File: src/design/timer_pair_cfg.svh
// Offsets, field positions, reset values and divider figures of the timer pair
// Assumes a 12-bit APB byte address and 32-bit data words
`ifndef TIMER_PAIR_CFG_SVH
`define TIMER_PAIR_CFG_SVH

// Register byte offsets
`define TP_ADDR_LOW_MODE 12'h000
`define TP_ADDR_HIGH_MODE 12'h004
`define TP_ADDR_CONTROL 12'h008
`define TP_ADDR_LOW_DUTY 12'h00c
`define TP_ADDR_LOW_CYCLE 12'h010
`define TP_ADDR_HIGH_CYCLE 12'h014
`define TP_ADDR_STATUS 12'h018

// Mode register fields
`define TP_MODE_FIELD_LSB 0
`define TP_MODE_FIELD_MSB 1
`define TP_CLK_SEL_LSB 2
`define TP_CLK_SEL_MSB 4
`define TP_BUF_EN_BIT 5
`define TP_INIT_LEVEL_BIT 6
`define TP_EXT_SEL_BIT 7

// Control register fields
`define TP_LOW_RUN_BIT 0
`define TP_HIGH_RUN_BIT 1
`define TP_CASCADE_BIT 2

// Status register fields
`define TP_STAT_COUNT_MSB 15
`define TP_STAT_LEVEL_BIT 16

// Mode field codes
`define TP_MODE_TIMER_A 2'h0
`define TP_MODE_TIMER_B 2'h1
`define TP_MODE_PPG 2'h2

// Reset values
`define TP_MODE_RESET 8'h00
`define TP_CTRL_RESET 3'h0
`define TP_CMP8_RESET 8'hff
`define TP_CMP16_RESET 16'hffff
`define TP_ZERO8 8'h00
`define TP_ZERO16 16'h0000
`define TP_ZERO32 32'h0000_0000

// Divider shift per clock select code, code 0 slowest
`define TP_DIV_BITS 11
`define TP_SHIFT_SEL0 4'hb
`define TP_SHIFT_SEL1 4'ha
`define TP_SHIFT_SEL2 4'h8
`define TP_SHIFT_SEL3 4'h6
`define TP_SHIFT_SEL4 4'h4
`define TP_SHIFT_SEL5 4'h2
`define TP_SHIFT_SEL6 4'h1
`define TP_SHIFT_SEL7 4'h0

`endif

File: src/design/timer_pair_pkg.sv
// Types shared by the timer pair files
// Assumes the cfg header is compiled alongside
package timer_pair_pkg;
	typedef logic [7:0] byte_t;
	typedef logic [15:0] count_t;
	typedef logic [2:0] clk_sel_t;
	// Operating mode resolved from cascade and mode fields
	typedef enum logic [1:0] {
		OP_IDLE,
		OP_PPG,
		OP_CASCADE
	} op_mode_t;
endpackage

File: src/design/source_tick.sv
// Source clock divider giving a one-cycle count enable
// Assumes a free-running system clock and a static select while counting
`timescale 1ns/100ps
`default_nettype none
`include "timer_pair_cfg.svh"

module source_tick #(
	parameter int DIV_BITS = `TP_DIV_BITS
) (
	input wire logic ref_clk,
	input wire logic rst,
	input wire timer_pair_pkg::clk_sel_t sel,
	output logic tick
);
	import timer_pair_pkg::*;

	logic [DIV_BITS-1:0] div_cnt;
	logic [DIV_BITS-1:0] next_div_cnt;
	logic [DIV_BITS-1:0] mask;

	// Shift amount for a clock select code
	function automatic logic [3:0] shift_of(input clk_sel_t s);
		unique case (s)
			3'h0: shift_of = `TP_SHIFT_SEL0;
			3'h1: shift_of = `TP_SHIFT_SEL1;
			3'h2: shift_of = `TP_SHIFT_SEL2;
			3'h3: shift_of = `TP_SHIFT_SEL3;
			3'h4: shift_of = `TP_SHIFT_SEL4;
			3'h5: shift_of = `TP_SHIFT_SEL5;
			3'h6: shift_of = `TP_SHIFT_SEL6;
			3'h7: shift_of = `TP_SHIFT_SEL7;
		endcase
	endfunction

	// Tick when the low bits of the divider are all ones
	always_comb begin
		next_div_cnt = div_cnt + 1'b1;
		mask = DIV_BITS'(({{(DIV_BITS-1){1'b0}}, 1'b1} << shift_of(sel)) - 1'b1);
		tick = ((div_cnt & mask) == mask);
	end

	// Free-running divider
	always_ff @(posedge ref_clk or posedge rst) begin
		if (rst) begin
			div_cnt <= '0;
		end else begin
			div_cnt <= next_div_cnt;
		end
	end
endmodule

`default_nettype wire

File: src/design/timer_pair.sv
// Cascadable 8-bit timer pair: low channel pulse mode and 16-bit interval mode
// Assumes an APB master on ref_clk and a port mux outside for the pulse pin
// Contract
// - low buffer enable bit selects compare buffering
// - buffered running writes land in buffer only
// - low match interrupt loads buffered compares
// - low compare reads return buffered value
// - buffered stopped writes update both copies
// - unbuffered writes take effect at once
// - value below count waits for wrap
// - value equal to count matches right away
// - cascade bit joins channels, high settings rule
// - interval mode: high mode 00/01, internal
// - high byte write commits both compare bytes
// - mode writes ignored while channel runs
// - high run counts on selected ticks
// - 16-bit match raises interrupt, clears counter
// - high run cleared stops and zeroes counter
// - high buffer enable bit selects buffering
// - buffered running commit loads at match
// - buffered stopped commit updates both copies
// - unbuffered commit immediate, low value waits
// - commit equal to count matches right away
// - 16-bit compare reads return last written
// - duty match toggles pin, cycle match back
// - low run cleared zeroes, restores level
// - pulse mode: low mode 10, no cascade
//
// Our own choices: the APB interface to the registers and the placing of the registers.
`timescale 1ns/100ps
`default_nettype none
`include "timer_pair_cfg.svh"

module timer_pair #(
	parameter int ADDR_BITS = 12
) (
	input wire logic ref_clk,
	input wire logic rst,
	input wire logic psel,
	input wire logic penable,
	input wire logic pwrite,
	input wire logic [ADDR_BITS-1:0] paddr,
	input wire logic [31:0] pwdata,
	output logic [31:0] prdata,
	output logic pready,
	output logic pslverr,
	output logic pulse_output_pin,
	output logic low_match_irq,
	output logic high_match_irq
);
	import timer_pair_pkg::*;

	// Registers
	byte_t low_channel_mode_reg, high_channel_mode_reg;
	logic [2:0] timer_pair_control;
	byte_t low_duty_compare, low_cycle_compare;
	byte_t low_duty_act, low_cycle_act;
	count_t cmp16_buf, cmp16_act;
	count_t cnt;
	logic duty_hit, cycle_hit, hit16;
	byte_t next_low_mode, next_high_mode;
	logic [2:0] next_control;
	byte_t next_low_duty, next_low_cycle, next_low_duty_act, next_low_cycle_act;
	count_t next_cmp16_buf, next_cmp16_act, next_cnt;
	logic next_duty_hit, next_cycle_hit, next_hit16;
	logic next_pin, next_low_irq, next_high_irq;
	logic [31:0] next_prdata;
	logic next_pready, next_pslverr;

	// Decoded fields
	logic low_run, high_run, cascade_select;
	logic low_buffer_enable, high_buffer_enable, initial_level_select;
	logic high_external_input_select;
	logic [1:0] low_mode_field, high_mode_field;
	clk_sel_t low_clock_select, high_clock_select;
	op_mode_t op_mode;
	logic low_tick, high_tick;
	logic access, wr, rd;
	logic duty_event, cycle_event, event16;
	logic wr_low_mode, wr_high_mode, wr_control, wr_duty, wr_cycle, wr_high_cycle;

	// Address match used by every write strobe
	function automatic logic hit(input logic [ADDR_BITS-1:0] a,
		input logic [ADDR_BITS-1:0] off);
		hit = (a == off);
	endfunction

	// Field extraction
	assign low_run = timer_pair_control[`TP_LOW_RUN_BIT];
	assign high_run = timer_pair_control[`TP_HIGH_RUN_BIT];
	assign cascade_select = timer_pair_control[`TP_CASCADE_BIT];
	assign low_mode_field = low_channel_mode_reg[`TP_MODE_FIELD_MSB:`TP_MODE_FIELD_LSB];
	assign high_mode_field = high_channel_mode_reg[`TP_MODE_FIELD_MSB:`TP_MODE_FIELD_LSB];
	assign low_clock_select = low_channel_mode_reg[`TP_CLK_SEL_MSB:`TP_CLK_SEL_LSB];
	assign high_clock_select = high_channel_mode_reg[`TP_CLK_SEL_MSB:`TP_CLK_SEL_LSB];
	assign low_buffer_enable = low_channel_mode_reg[`TP_BUF_EN_BIT];
	assign high_buffer_enable = high_channel_mode_reg[`TP_BUF_EN_BIT];
	assign initial_level_select = low_channel_mode_reg[`TP_INIT_LEVEL_BIT];
	assign high_external_input_select = high_channel_mode_reg[`TP_EXT_SEL_BIT];

	// Mode resolution; cascade hides every low channel setting except the initial level, which still drives the pin
	always_comb begin
		op_mode = OP_IDLE;
		if (cascade_select) begin
			if ((high_mode_field == `TP_MODE_TIMER_A || high_mode_field == `TP_MODE_TIMER_B)
				&& !high_external_input_select) begin
				op_mode = OP_CASCADE;
			end
		end else if (low_mode_field == `TP_MODE_PPG) begin
			op_mode = OP_PPG;
		end
	end

	// Source clock enables for each channel
	source_tick u_low_tick (
		.ref_clk(ref_clk),
		.rst(rst),
		.sel(low_clock_select),
		.tick(low_tick)
	);

	source_tick u_high_tick (
		.ref_clk(ref_clk),
		.rst(rst),
		.sel(high_clock_select),
		.tick(high_tick)
	);

	// APB strobes; a transfer completes on the edge where pready is high
	assign access = psel && penable && pready;
	assign wr = access && pwrite;
	assign rd = access && !pwrite;
	assign wr_low_mode = wr && hit(paddr, `TP_ADDR_LOW_MODE);
	assign wr_high_mode = wr && hit(paddr, `TP_ADDR_HIGH_MODE);
	assign wr_control = wr && hit(paddr, `TP_ADDR_CONTROL);
	assign wr_duty = wr && hit(paddr, `TP_ADDR_LOW_DUTY);
	assign wr_cycle = wr && hit(paddr, `TP_ADDR_LOW_CYCLE);
	assign wr_high_cycle = wr && hit(paddr, `TP_ADDR_HIGH_CYCLE);

	// Match events: equality is checked every clock, so a compare write equal
	// to the count fires at once, off the source tick; only the first cycle
	// of a standing equality counts
	always_comb begin
		next_duty_hit = (op_mode == OP_PPG) && low_run && (cnt[7:0] == low_duty_act);
		next_cycle_hit = (op_mode == OP_PPG) && low_run && (cnt[7:0] == low_cycle_act);
		next_hit16 = (op_mode == OP_CASCADE) && high_run && (cnt == cmp16_act);
		duty_event = next_duty_hit && !duty_hit;
		cycle_event = next_cycle_hit && !cycle_hit;
		event16 = next_hit16 && !hit16;
	end

	// Next register, compare and counter state
	always_comb begin
		next_low_mode = low_channel_mode_reg;
		next_high_mode = high_channel_mode_reg;
		next_control = timer_pair_control;
		next_low_duty = low_duty_compare;
		next_low_cycle = low_cycle_compare;
		next_low_duty_act = low_duty_act;
		next_low_cycle_act = low_cycle_act;
		next_cmp16_buf = cmp16_buf;
		next_cmp16_act = cmp16_act;
		next_cnt = cnt;
		next_pin = pulse_output_pin;
		next_low_irq = 1'b0;
		next_high_irq = 1'b0;
		// Mode registers are locked while their channel runs
		if (wr_low_mode && !low_run) begin
			next_low_mode = pwdata[7:0];
		end
		if (wr_high_mode && !high_run) begin
			next_high_mode = pwdata[7:0];
		end
		if (wr_control) begin
			next_control = pwdata[2:0];
		end
		// Low compare reload at the cycle match when buffered
		if (cycle_event && low_buffer_enable) begin
			next_low_duty_act = low_duty_compare;
			next_low_cycle_act = low_cycle_compare;
		end
		// Low compare writes; the buffer always holds the last written value
		if (wr_duty) begin
			next_low_duty = pwdata[7:0];
			if (!low_buffer_enable || !low_run) begin
				next_low_duty_act = pwdata[7:0];
			end
		end
		if (wr_cycle) begin
			next_low_cycle = pwdata[7:0];
			if (!low_buffer_enable || !low_run) begin
				next_low_cycle_act = pwdata[7:0];
			end
		end
		// 16-bit compare reload at the match when buffered
		if (event16 && high_buffer_enable) begin
			next_cmp16_act = cmp16_buf;
		end
		// High byte write commits both bytes, low byte taken as last written
		if (wr_high_cycle) begin
			next_cmp16_buf = {pwdata[7:0], low_cycle_compare};
			if (!high_buffer_enable || !high_run) begin
				next_cmp16_act = {pwdata[7:0], low_cycle_compare};
			end
		end
		// Counter and pulse pin
		unique case (op_mode)
			OP_CASCADE: begin
				next_pin = initial_level_select;
				if (!high_run) begin
					next_cnt = `TP_ZERO16;
				end else if (event16) begin
					next_cnt = `TP_ZERO16;
					next_high_irq = 1'b1;
				end else if (high_tick) begin
					next_cnt = cnt + 1'b1;
				end
			end
			OP_PPG: begin
				if (!low_run) begin
					next_cnt = `TP_ZERO16;
					next_pin = initial_level_select;
				end else begin
					if (cycle_event) begin
						next_cnt = `TP_ZERO16;
						next_pin = initial_level_select;
						next_low_irq = 1'b1;
					end else begin
						if (duty_event) begin
							next_pin = !initial_level_select;
						end
						if (low_tick) begin
							next_cnt = {`TP_ZERO8, cnt[7:0] + 8'h01};
						end
					end
				end
			end
			OP_IDLE: begin
				next_cnt = `TP_ZERO16;
				next_pin = initial_level_select;
			end
		endcase
	end

	// Register the timer state
	always_ff @(posedge ref_clk or posedge rst) begin
		if (rst) begin
			low_channel_mode_reg <= `TP_MODE_RESET;
			high_channel_mode_reg <= `TP_MODE_RESET;
			timer_pair_control <= `TP_CTRL_RESET;
			low_duty_compare <= `TP_CMP8_RESET;
			low_cycle_compare <= `TP_CMP8_RESET;
			low_duty_act <= `TP_CMP8_RESET;
			low_cycle_act <= `TP_CMP8_RESET;
			cmp16_buf <= `TP_CMP16_RESET;
			cmp16_act <= `TP_CMP16_RESET;
			cnt <= `TP_ZERO16;
			duty_hit <= 1'b0;
			cycle_hit <= 1'b0;
			hit16 <= 1'b0;
			pulse_output_pin <= 1'b0;
			low_match_irq <= 1'b0;
			high_match_irq <= 1'b0;
		end else begin
			low_channel_mode_reg <= next_low_mode;
			high_channel_mode_reg <= next_high_mode;
			timer_pair_control <= next_control;
			low_duty_compare <= next_low_duty;
			low_cycle_compare <= next_low_cycle;
			low_duty_act <= next_low_duty_act;
			low_cycle_act <= next_low_cycle_act;
			cmp16_buf <= next_cmp16_buf;
			cmp16_act <= next_cmp16_act;
			cnt <= next_cnt;
			duty_hit <= next_duty_hit;
			cycle_hit <= next_cycle_hit;
			hit16 <= next_hit16;
			pulse_output_pin <= next_pin;
			low_match_irq <= next_low_irq;
			high_match_irq <= next_high_irq;
		end
	end

	// APB answer: one wait state, registered read data, error on unmapped
	always_comb begin
		next_pready = psel && penable && !pready;
		next_prdata = `TP_ZERO32;
		next_pslverr = 1'b0;
		if (psel && penable && !pready) begin
			unique case (paddr)
				`TP_ADDR_LOW_MODE: next_prdata = {24'h00_0000, low_channel_mode_reg};
				`TP_ADDR_HIGH_MODE: next_prdata = {24'h00_0000, high_channel_mode_reg};
				`TP_ADDR_CONTROL: next_prdata = {29'h0000_0000, timer_pair_control};
				`TP_ADDR_LOW_DUTY: next_prdata = {24'h00_0000, low_duty_compare};
				`TP_ADDR_LOW_CYCLE: next_prdata = {24'h00_0000, low_cycle_compare};
				`TP_ADDR_HIGH_CYCLE: next_prdata = {24'h00_0000, cmp16_buf[15:8]};
				`TP_ADDR_STATUS: begin
					next_prdata[`TP_STAT_COUNT_MSB:0] = cnt;
					next_prdata[`TP_STAT_LEVEL_BIT] = pulse_output_pin;
				end
				default: next_pslverr = 1'b1;
			endcase
		end
	end

	// Register the bus answer
	always_ff @(posedge ref_clk or posedge rst) begin
		if (rst) begin
			pready <= 1'b0;
			prdata <= `TP_ZERO32;
			pslverr <= 1'b0;
		end else begin
			pready <= next_pready;
			prdata <= next_prdata;
			pslverr <= next_pslverr;
		end
	end
endmodule

`default_nettype wire

File: config.mk
export PLATFORM = sky130hd
export DESIGN_NAME = timer_pair
export DESIGN_NICKNAME = d
export VERILOG_FILES = /design/src/design/timer_pair_pkg.sv /design/src/design/source_tick.sv /design/src/design/timer_pair.sv
export VERILOG_INCLUDE_DIRS = /design/src /design/src/design
export SDC_FILE = /design/constraint.sdc
export NUM_CORES = 1
export LEC_CHECK = 0
export BUFFER_PORTS_ARGS = -buffer_cell sky130_fd_sc_hd__buf_2
export CAP_MARGIN = 15
export CORE_MARGIN = 5
export CORE_UTILIZATION = 55
export CTS_BUF_LIST = sky130_fd_sc_hd__clkbuf_16
export CTS_CLUSTER_SIZE = 40
export DETAILED_ROUTE_END_ITERATION = 8
export GPL_ROUTABILITY_DRIVEN = 1
export PLACE_DENSITY = 0.82
export RECOVER_POWER = 50
export SETUP_SLACK_MARGIN = 0.5
export SYNTH_ARGS = -nofsm -noshare
export SYNTH_HDL_FRONTEND = slang
export SYNTH_HIERARCHICAL = 1
export SYNTH_SLANG_ARGS = --single-unit
File: constraint.sdc
create_clock -name ref_clk -period 5.9 [get_ports ref_clk]
set_clock_uncertainty 0.2 [all_clocks]
set_input_delay 1.77 -clock ref_clk [delete_from_list [all_inputs] [get_ports ref_clk]]
set_output_delay 1.77 -clock ref_clk [all_outputs]
set_load 0.1 [all_outputs]
==> run summary, run 1 <==
Yosys warns: 6
GRT overflow: 0
P_int: 1.53 mW
Status: finished with violations
First-pass GRT wire length: 28.3 mm
Hold WS: 0.298 ns
Longest Clk Path Bufs: 2
Synth Register Bits: 146
Worst path required time: 5.86 ns
Simple-gate share of the synthesized area: 0.135
Number of port buffers: 46
Total Wirelength: 17.1 mm
Switch share: 0.236
Post_cts resized: 0
Clk pwr share: 0.451
Htree depth: 4
Drt wl/cell: 19.2 um
Initial core utilization: 0.554
Vias per inst: 5.90
Tcrit/Tclk final: 0.721
Worst hold path type: flop to flop
Main flop type after synthesis: dfrtp_1
Nets: 756
Post-synthesis sequential area ratio: 0.491
Compound-Gate Fraction of Synth Area: 0.0972
Largest net degree at the start of global routing: 57
RSZ-0062 raised after global routing: false
DRC violations left: 0
Post-Synth XOR/XNOR Area: 0.0622
P_sw: 474 uW
CP Capture Type: async pin
Row count: 43
Area delta synth->final: 9.42%
GRT Total Usage: 0.222
# hold bufs at CTS: 0
Cell variety after synth: 68
CP Class: primary input to async pin
Number of post-CTS setup repair buffers: 0
Measured slew at the worst slew-check pin: 1.90 ns
Synth Area in Adders: 0.0109
Most common cell after layout, fill and taps aside: dfrtp_1
Failing checks: capacitance limit, slew limit
Post-synthesis mux area share: 0.152
Main combinational cell family by area after synthesis: multiplexers
Die Y: 128 um
Final Hold Vio Count: 0
Hpwl dp: 12.1 mm
Post-Syn Instances: 666
Post-synth top area share: 0.270
Sequential power share: 0.502
Overall die area: 0.0163 mm2
Commonest non-fill, non-tap cells in the layout: dfrtp_1, mux2_2, dfstp_2, buf_2
Worst Setup Start Kind: primary input
Vias: 5278
Max FO, Critical Path: 38
Reg clk slew, reported paths: 0.06 ns
Root Driver: clkbuf_16
Global placement routability congestion: 0.916
Antenna cells: 0
MaxCap Viol Count: 2
LEAKAGE: 3.65 nW
PwrDens: 241 mW/mm2
Initial detailed-routing violation count: 489
Setup TNS: 0 ns
Inserted Clock Buffers: 17
Layout cells sized above 1: 0.312
Worst VDD drop: 0.000184 V
Top post-synthesis cells by area: dfrtp_1, dfstp_2, mux2_2, mux2i_1, xnor2_1
IO Count: 86
DRT Pass-1 Iters: 5
Max reg flops: 17
EDFF count, synth: 0
FILL cells: 1053
Async set-reset flop share out of synthesis: 1.00
Post-Syn Area per Cell: 11.4 um2
Antenna Nets Post-Route: 0
Combinational Power Share: 0.047
Sink Count: 146
WP data arrival: 4.22 ns
Largest reg by FF count: prdata
Initial antenna violation count: 0
Number of global-route vias before repair: 5299
Post-synth top area cell: dfrtp_1
Setup-failing EPs final: 0
CORE AREA: 0.0137 mm2
Cell area after synthesis: 0.00760 mm2
Max-slew violation count: 39
CTS tree: built
Worst relative slew slack: -0.268
F_max: 0.235 GHz
Die Span X: 128 um
Clock latency on the worst-skew pair: 0.43 ns
Min Tclk post-route: 4.26 ns
## worst max-delay path, cell delays in order
cell	delay, ns
clkbuf_1	0.12
clkinvlp_2	0.87
clkbuf_1	1.44
## Yosys cell counts (all sizes together), types with 3 or more instances
| master | instances |
|---|---|
| a211oi | 3 |
| a21o | 7 |
| a21oi | 33 |
| a22o | 3 |
| a22oi | 12 |
| a311oi | 3 |
| a31oi | 6 |
| and2 | 14 |
| and3 | 8 |
| and4 | 3 |
| buf | 32 |
| clkbuf | 18 |
| dfrtp | 82 |
| dfstp | 64 |
| ha | 5 |
| inv | 22 |
| mux2 | 64 |
| mux2i | 36 |
| mux4 | 3 |
| nand2 | 36 |
| nand2b | 3 |
| nand3 | 23 |
| nand3b | 4 |
| nand4 | 7 |
| nor2 | 40 |
| nor2b | 4 |
| nor3 | 10 |
| nor4 | 11 |
| nor4b | 4 |
| o21ai | 19 |
| xnor2 | 39 |
| xor2 | 15 |
## final cells by class
| class | instances | area [um2] | area share |
|---|---|---|---|
| well taps | 180 | 225 | 0.0271 |
| clock inverters | 15 | 65.1 | 0.00783 |
| flip-flops and latches | 146 | 3730 | 0.449 |
| inverters | 22 | 83.8 | 0.0101 |
| clock buffers | 17 | 425 | 0.0512 |
| multi-input cells | 462 | 3510 | 0.422 |
| repair buffers | 53 | 274 | 0.0330 |
## layer usage
metal,GRT usage,routed length (um),up-vias,share of wire
met5,0,0,-,0
met4,0.112,620,0,0.036
met3,0.0493,1270,52,0.074
met2,0.345,8140,212,0.47
met1,0.293,7120,2589,0.42
li1,-,-,2425,-
## stage by stage
step / utilization / std cells / instance area (um2) / total power [mW] / setup slack (ns)
final: 0.606 / 895 / 8310 / 2.00 / 1.64
after global routing: 0.606 / 895 / 8310 / 2.06 / 0.998
after CTS: 0.608 / 895 / 8340 / 2.02 / 2.02
after detailed placement: 0.572 / 863 / 7850 / 1.12 / 1.58
after global placement: 0.572 / 863 / 7850 / 1.12 / 1.69
after floorplan: - / 680 / 7650 / 1.10 / 0.737
## final timing paths
kind	cells past startpoint	endpoint	slack [ns]	from
min	1	pslverr	0.30	pready
max reg2reg	11	cnt[5]	2.04	low_channel_mode_reg[3]
min in group asynchronous	2	u_low_tick/div_cnt[6]	1.18	rst
max	3	pulse_output_pin	1.64	rst
min reg2reg	1	pslverr	0.30	pready
max in group ref_clk	6	low_duty_act[7]	1.86	paddr[9]
## power by group through the flow
stage	Sequential, mW	Clock [mW]	Combinational, mW
floorplan	1.03	0	0.0745
global placement	1.02	0	0.0947
detailed placement	1.02	0	0.0969
CTS	1.01	0.916	0.0969
global route	1.01	0.957	0.102
finish	1.01	0.904	0.0952
## cells by family (layout without fill, tap and decap cells)
kind of cell    Yosys count  count (layout)
flops                   146             146
simple gates            176             176
compound gates          107             107
xor+xnor                 54              54
fa+ha+maj                 7               7
mux                     103             103
buf+inv                  72             107
other cells               1              15
Power figures use the tool's default switching activity.
==> run 2: changes to the inputs <==
- ABC_AREA: default -> 1
- CORE_UTILIZATION: 55 -> 54
- PLACE_DENSITY: 0.82 -> 0.83
- clock period: 5.9 -> 3.9 ns (I/O delays scaled with it)
==> run summary, run 2 <==
Slowest-stage cell, CP: dfrtp_1
Commonest non-fill, non-tap cells in the layout: nand2_1, inv_1, nand3_1, dfrtp_1, nor2_1
IO Count: 86 (unchanged)
LEAKAGE: 4.69 nW (+29%)
Crit path cell chain: nand3_2 > ha_1 > or2_2 > nand2_1 > nor2_1 > nand3_1 > nor2_1 > nor3_1 > nand2_1 > nand2_1 > buf_4 > inv_1 > nand3_1 > nand2_1
EDFF count, synth: 0 (unchanged)
Overall power: 3.27 mW (+63%)
Most common cell after layout, fill and taps aside: nand2_1
Longest Clk Path Bufs: 2 (unchanged)
Top post-synthesis cells by area: dfrtp_1, dfstp_2, nand2_1, inv_1, nand3_1
Antenna cells: 0 (unchanged)
GRT overflow: 0 (unchanged)
CTS tree: built
F_max: 0.342 GHz
Post-Syn Area per Cell: 7.51 um2 (-34%)
Root Driver: clkbuf_16
Post-synth top area cell: dfrtp_1
Status: finished with violations
# hold bufs at CTS: 0 (unchanged)
Buf+Inv Stages, Crit Path: 2 (-1)
Sink Count: 146 (unchanged)
Largest reg by FF count: prdata
Number of post-CTS setup repair buffers: 0 (unchanged)
Total Wirelength: 22.1 mm (+29%)
PwrDens: 361 mW/mm2 (+50%)
Worst VDD drop: 0.000312 V (+69%)
Number of global-route vias before repair: 7061 (+33%)
Setup crit start: high_channel_mode_reg[3]
Layout cells sized above 1: 0.156 (-0.156)
CORE AREA: 0.0150 mm2 (+9.6%)
FF-to-FF path depth: 14 (+3)
Top-count cell post-synth: nand2_1
Hpwl dp: 15.5 mm (+28%)
Antenna Nets Post-Route: 0 (unchanged)
Fin cells: 1331 (+49%)
Tcrit/Tclk final: 0.749
CP max stage delay: 0.57 ns (-0.87 ns)
Most used cell, CP: nand2_1
RSZ-0062 raised after global routing: false
Row count: 45 (+4.7%)
Synth Register Bits: 146 (unchanged)
Cell area after synthesis: 0.00818 mm2 (+7.7%)
Worst relative slew slack: 0.0148 (+0.283)
Setup TNS: 0 ns (unchanged)
Min Tclk post-route: 2.92 ns
Htree depth: 4 (unchanged)
Nets: 1184 (+57%)
Worst hold path type: flop to flop
Failing checks: capacitance limit
Overall die area: 0.0177 mm2 (+8.9%)
Fin worst setup slack: 0.978 ns (-0.666 ns)
Main flop type after synthesis: dfrtp_1
Hold WS: 0.269 ns (-0.0294 ns)
CP Class: flop to flop
Post-synthesis sequential area ratio: 0.456 (-0.0351)
Cell variety after synth: 36 (-47%)
Initial core utilization: 0.544 (-0.00953)
Worst Hold Path Cells: 1 (unchanged)
Inserted Clock Buffers: 17 (unchanged)
Vias: 7472 (+42%)
Worst path required time: 4.02 ns (-1.84 ns)
Max FO, Critical Path: 25 (-34%)
DRC violations left: 0 (unchanged)
Area delta synth->final: 10.7%
Post_cts resized: 0 (unchanged)
CP Capture Type: flop
R2R Path End: cnt[4]
Number of port buffers: 46 (unchanged)
Yosys warns: 6 (unchanged)
Placed instance count: 1299 (+51%)
Number of cells on the critical path: 14 (+11)
Worst Setup Start Kind: flop
Largest net degree at the start of global routing: 63 (+11%)
Max-slew violation count: 0 (-100%)
Global placement routability congestion: 0.955 (+4.2%)
Crit-path leading delay family: simple AND/OR/NAND/NOR gates
Async set-reset flop share out of synthesis: 1.00 (unchanged)
Vias per inst: 5.61 (-4.8%)
Clock latency on the worst-skew pair: 0.43 ns (about the same)
Drt wl/cell: 16.6 um (-14%)
Post-Syn Instances: 1089 (+64%)
Pre-CTS setup slack: 0.622 ns (-0.958 ns)
Most frequent cells after synthesis: nand2_1, inv_1, nand3_1, dfrtp_1, o21ai_0
Setup-failing EPs final: 0 (unchanged)
DRT Pass-1 Iters: 7 (+2)
MaxCap Viol Count: 1 (-1)
Worst hold start: hit16
Die Y: 133 um (+4.4%)
Measured slew at the worst slew-check pin: 1.47 ns (-0.432 ns)
Die Span X: 133 um (+4.4%)
FF-to-FF setup slack: 0.98 ns (-1.06 ns)
Critical R2R Launch: high_channel_mode_reg[3]
Post-synth top area share: 0.251 (-0.0193)
WP data arrival: 3.04 ns (-1.18 ns)
Max reg flops: 17 (unchanged)
Reg clk slew, reported paths: 0.06 ns (about the same)
First-pass GRT wire length: 35.6 mm (+26%)
Final Hold Vio Count: 0 (unchanged)
Initial antenna violation count: 0 (unchanged)
GRT Total Usage: 0.253 (+0.0314)
Initial detailed-routing violation count: 920 (+88%)
Hold Path End: high_match_irq
[run 2: cell type report]
class                      instances  area, um2
tap                              188        235
sequential                       146       3730
clock inverter                    12       85.1
clock buffer                      20        500
multi-input combinational        768       3660
fill                            1319       5980
inverter                         142        534
timing repair buffer              55        307
[run 2: metal layers]
| layer | global-route usage | vias to the layer above | wire length (um) |
|---|---|---|---|
| met2 | 0.383 | 400 | 9970 |
| li1 | - | 3548 | - |
| met4 | 0.0926 | 0 | 509 |
| met5 | 0 | - | 0 |
| met1 | 0.358 | 3481 | 9280 |
| met3 | 0.0589 | 43 | 2290 |
[run 2: worst max path at each step]
stage	endpoint
detailed placement	high_channel_mode_reg[4]
CTS	cnt[4]
floorplan	cnt[0]
global route	cnt[1]
global placement	high_channel_mode_reg[0]
finish	cnt[4]
[run 2: logic make-up (layout without fill, tap and decap cells)]
kind of cell / after synthesis / count (layout) / synth area share
AOI/OAI and AO/OA: 97 / 97 / 0.0630
xor gates and xnor gates: 34 / 34 / 0.0364
adders and majority gates: 5 / 5 / 0.00765
buffers and inverters: 189 / 229 / 0.0998
DFF: 146 / 146 / 0.456
other: 1 / 15 / 0.000458
and+or+nand+nor: 617 / 617 / 0.336
[run 2: metrics by stage]
step / utilization / instance area (um2)
6_report: 0.602 / 9050
5_1_grt: 0.602 / 9050
4_1_cts: 0.604 / 9090
3_5_place_dp: 0.565 / 8500
3_3_place_gp: 0.565 / 8500
2_1_floorplan: - / 8240
[run 2: where the power goes]
part | switching [mW] | internal [mW]
sequential | 0.000732 | 1.52
combinational | 0.131 | 0.0153
clock | 0.626 | 0.974
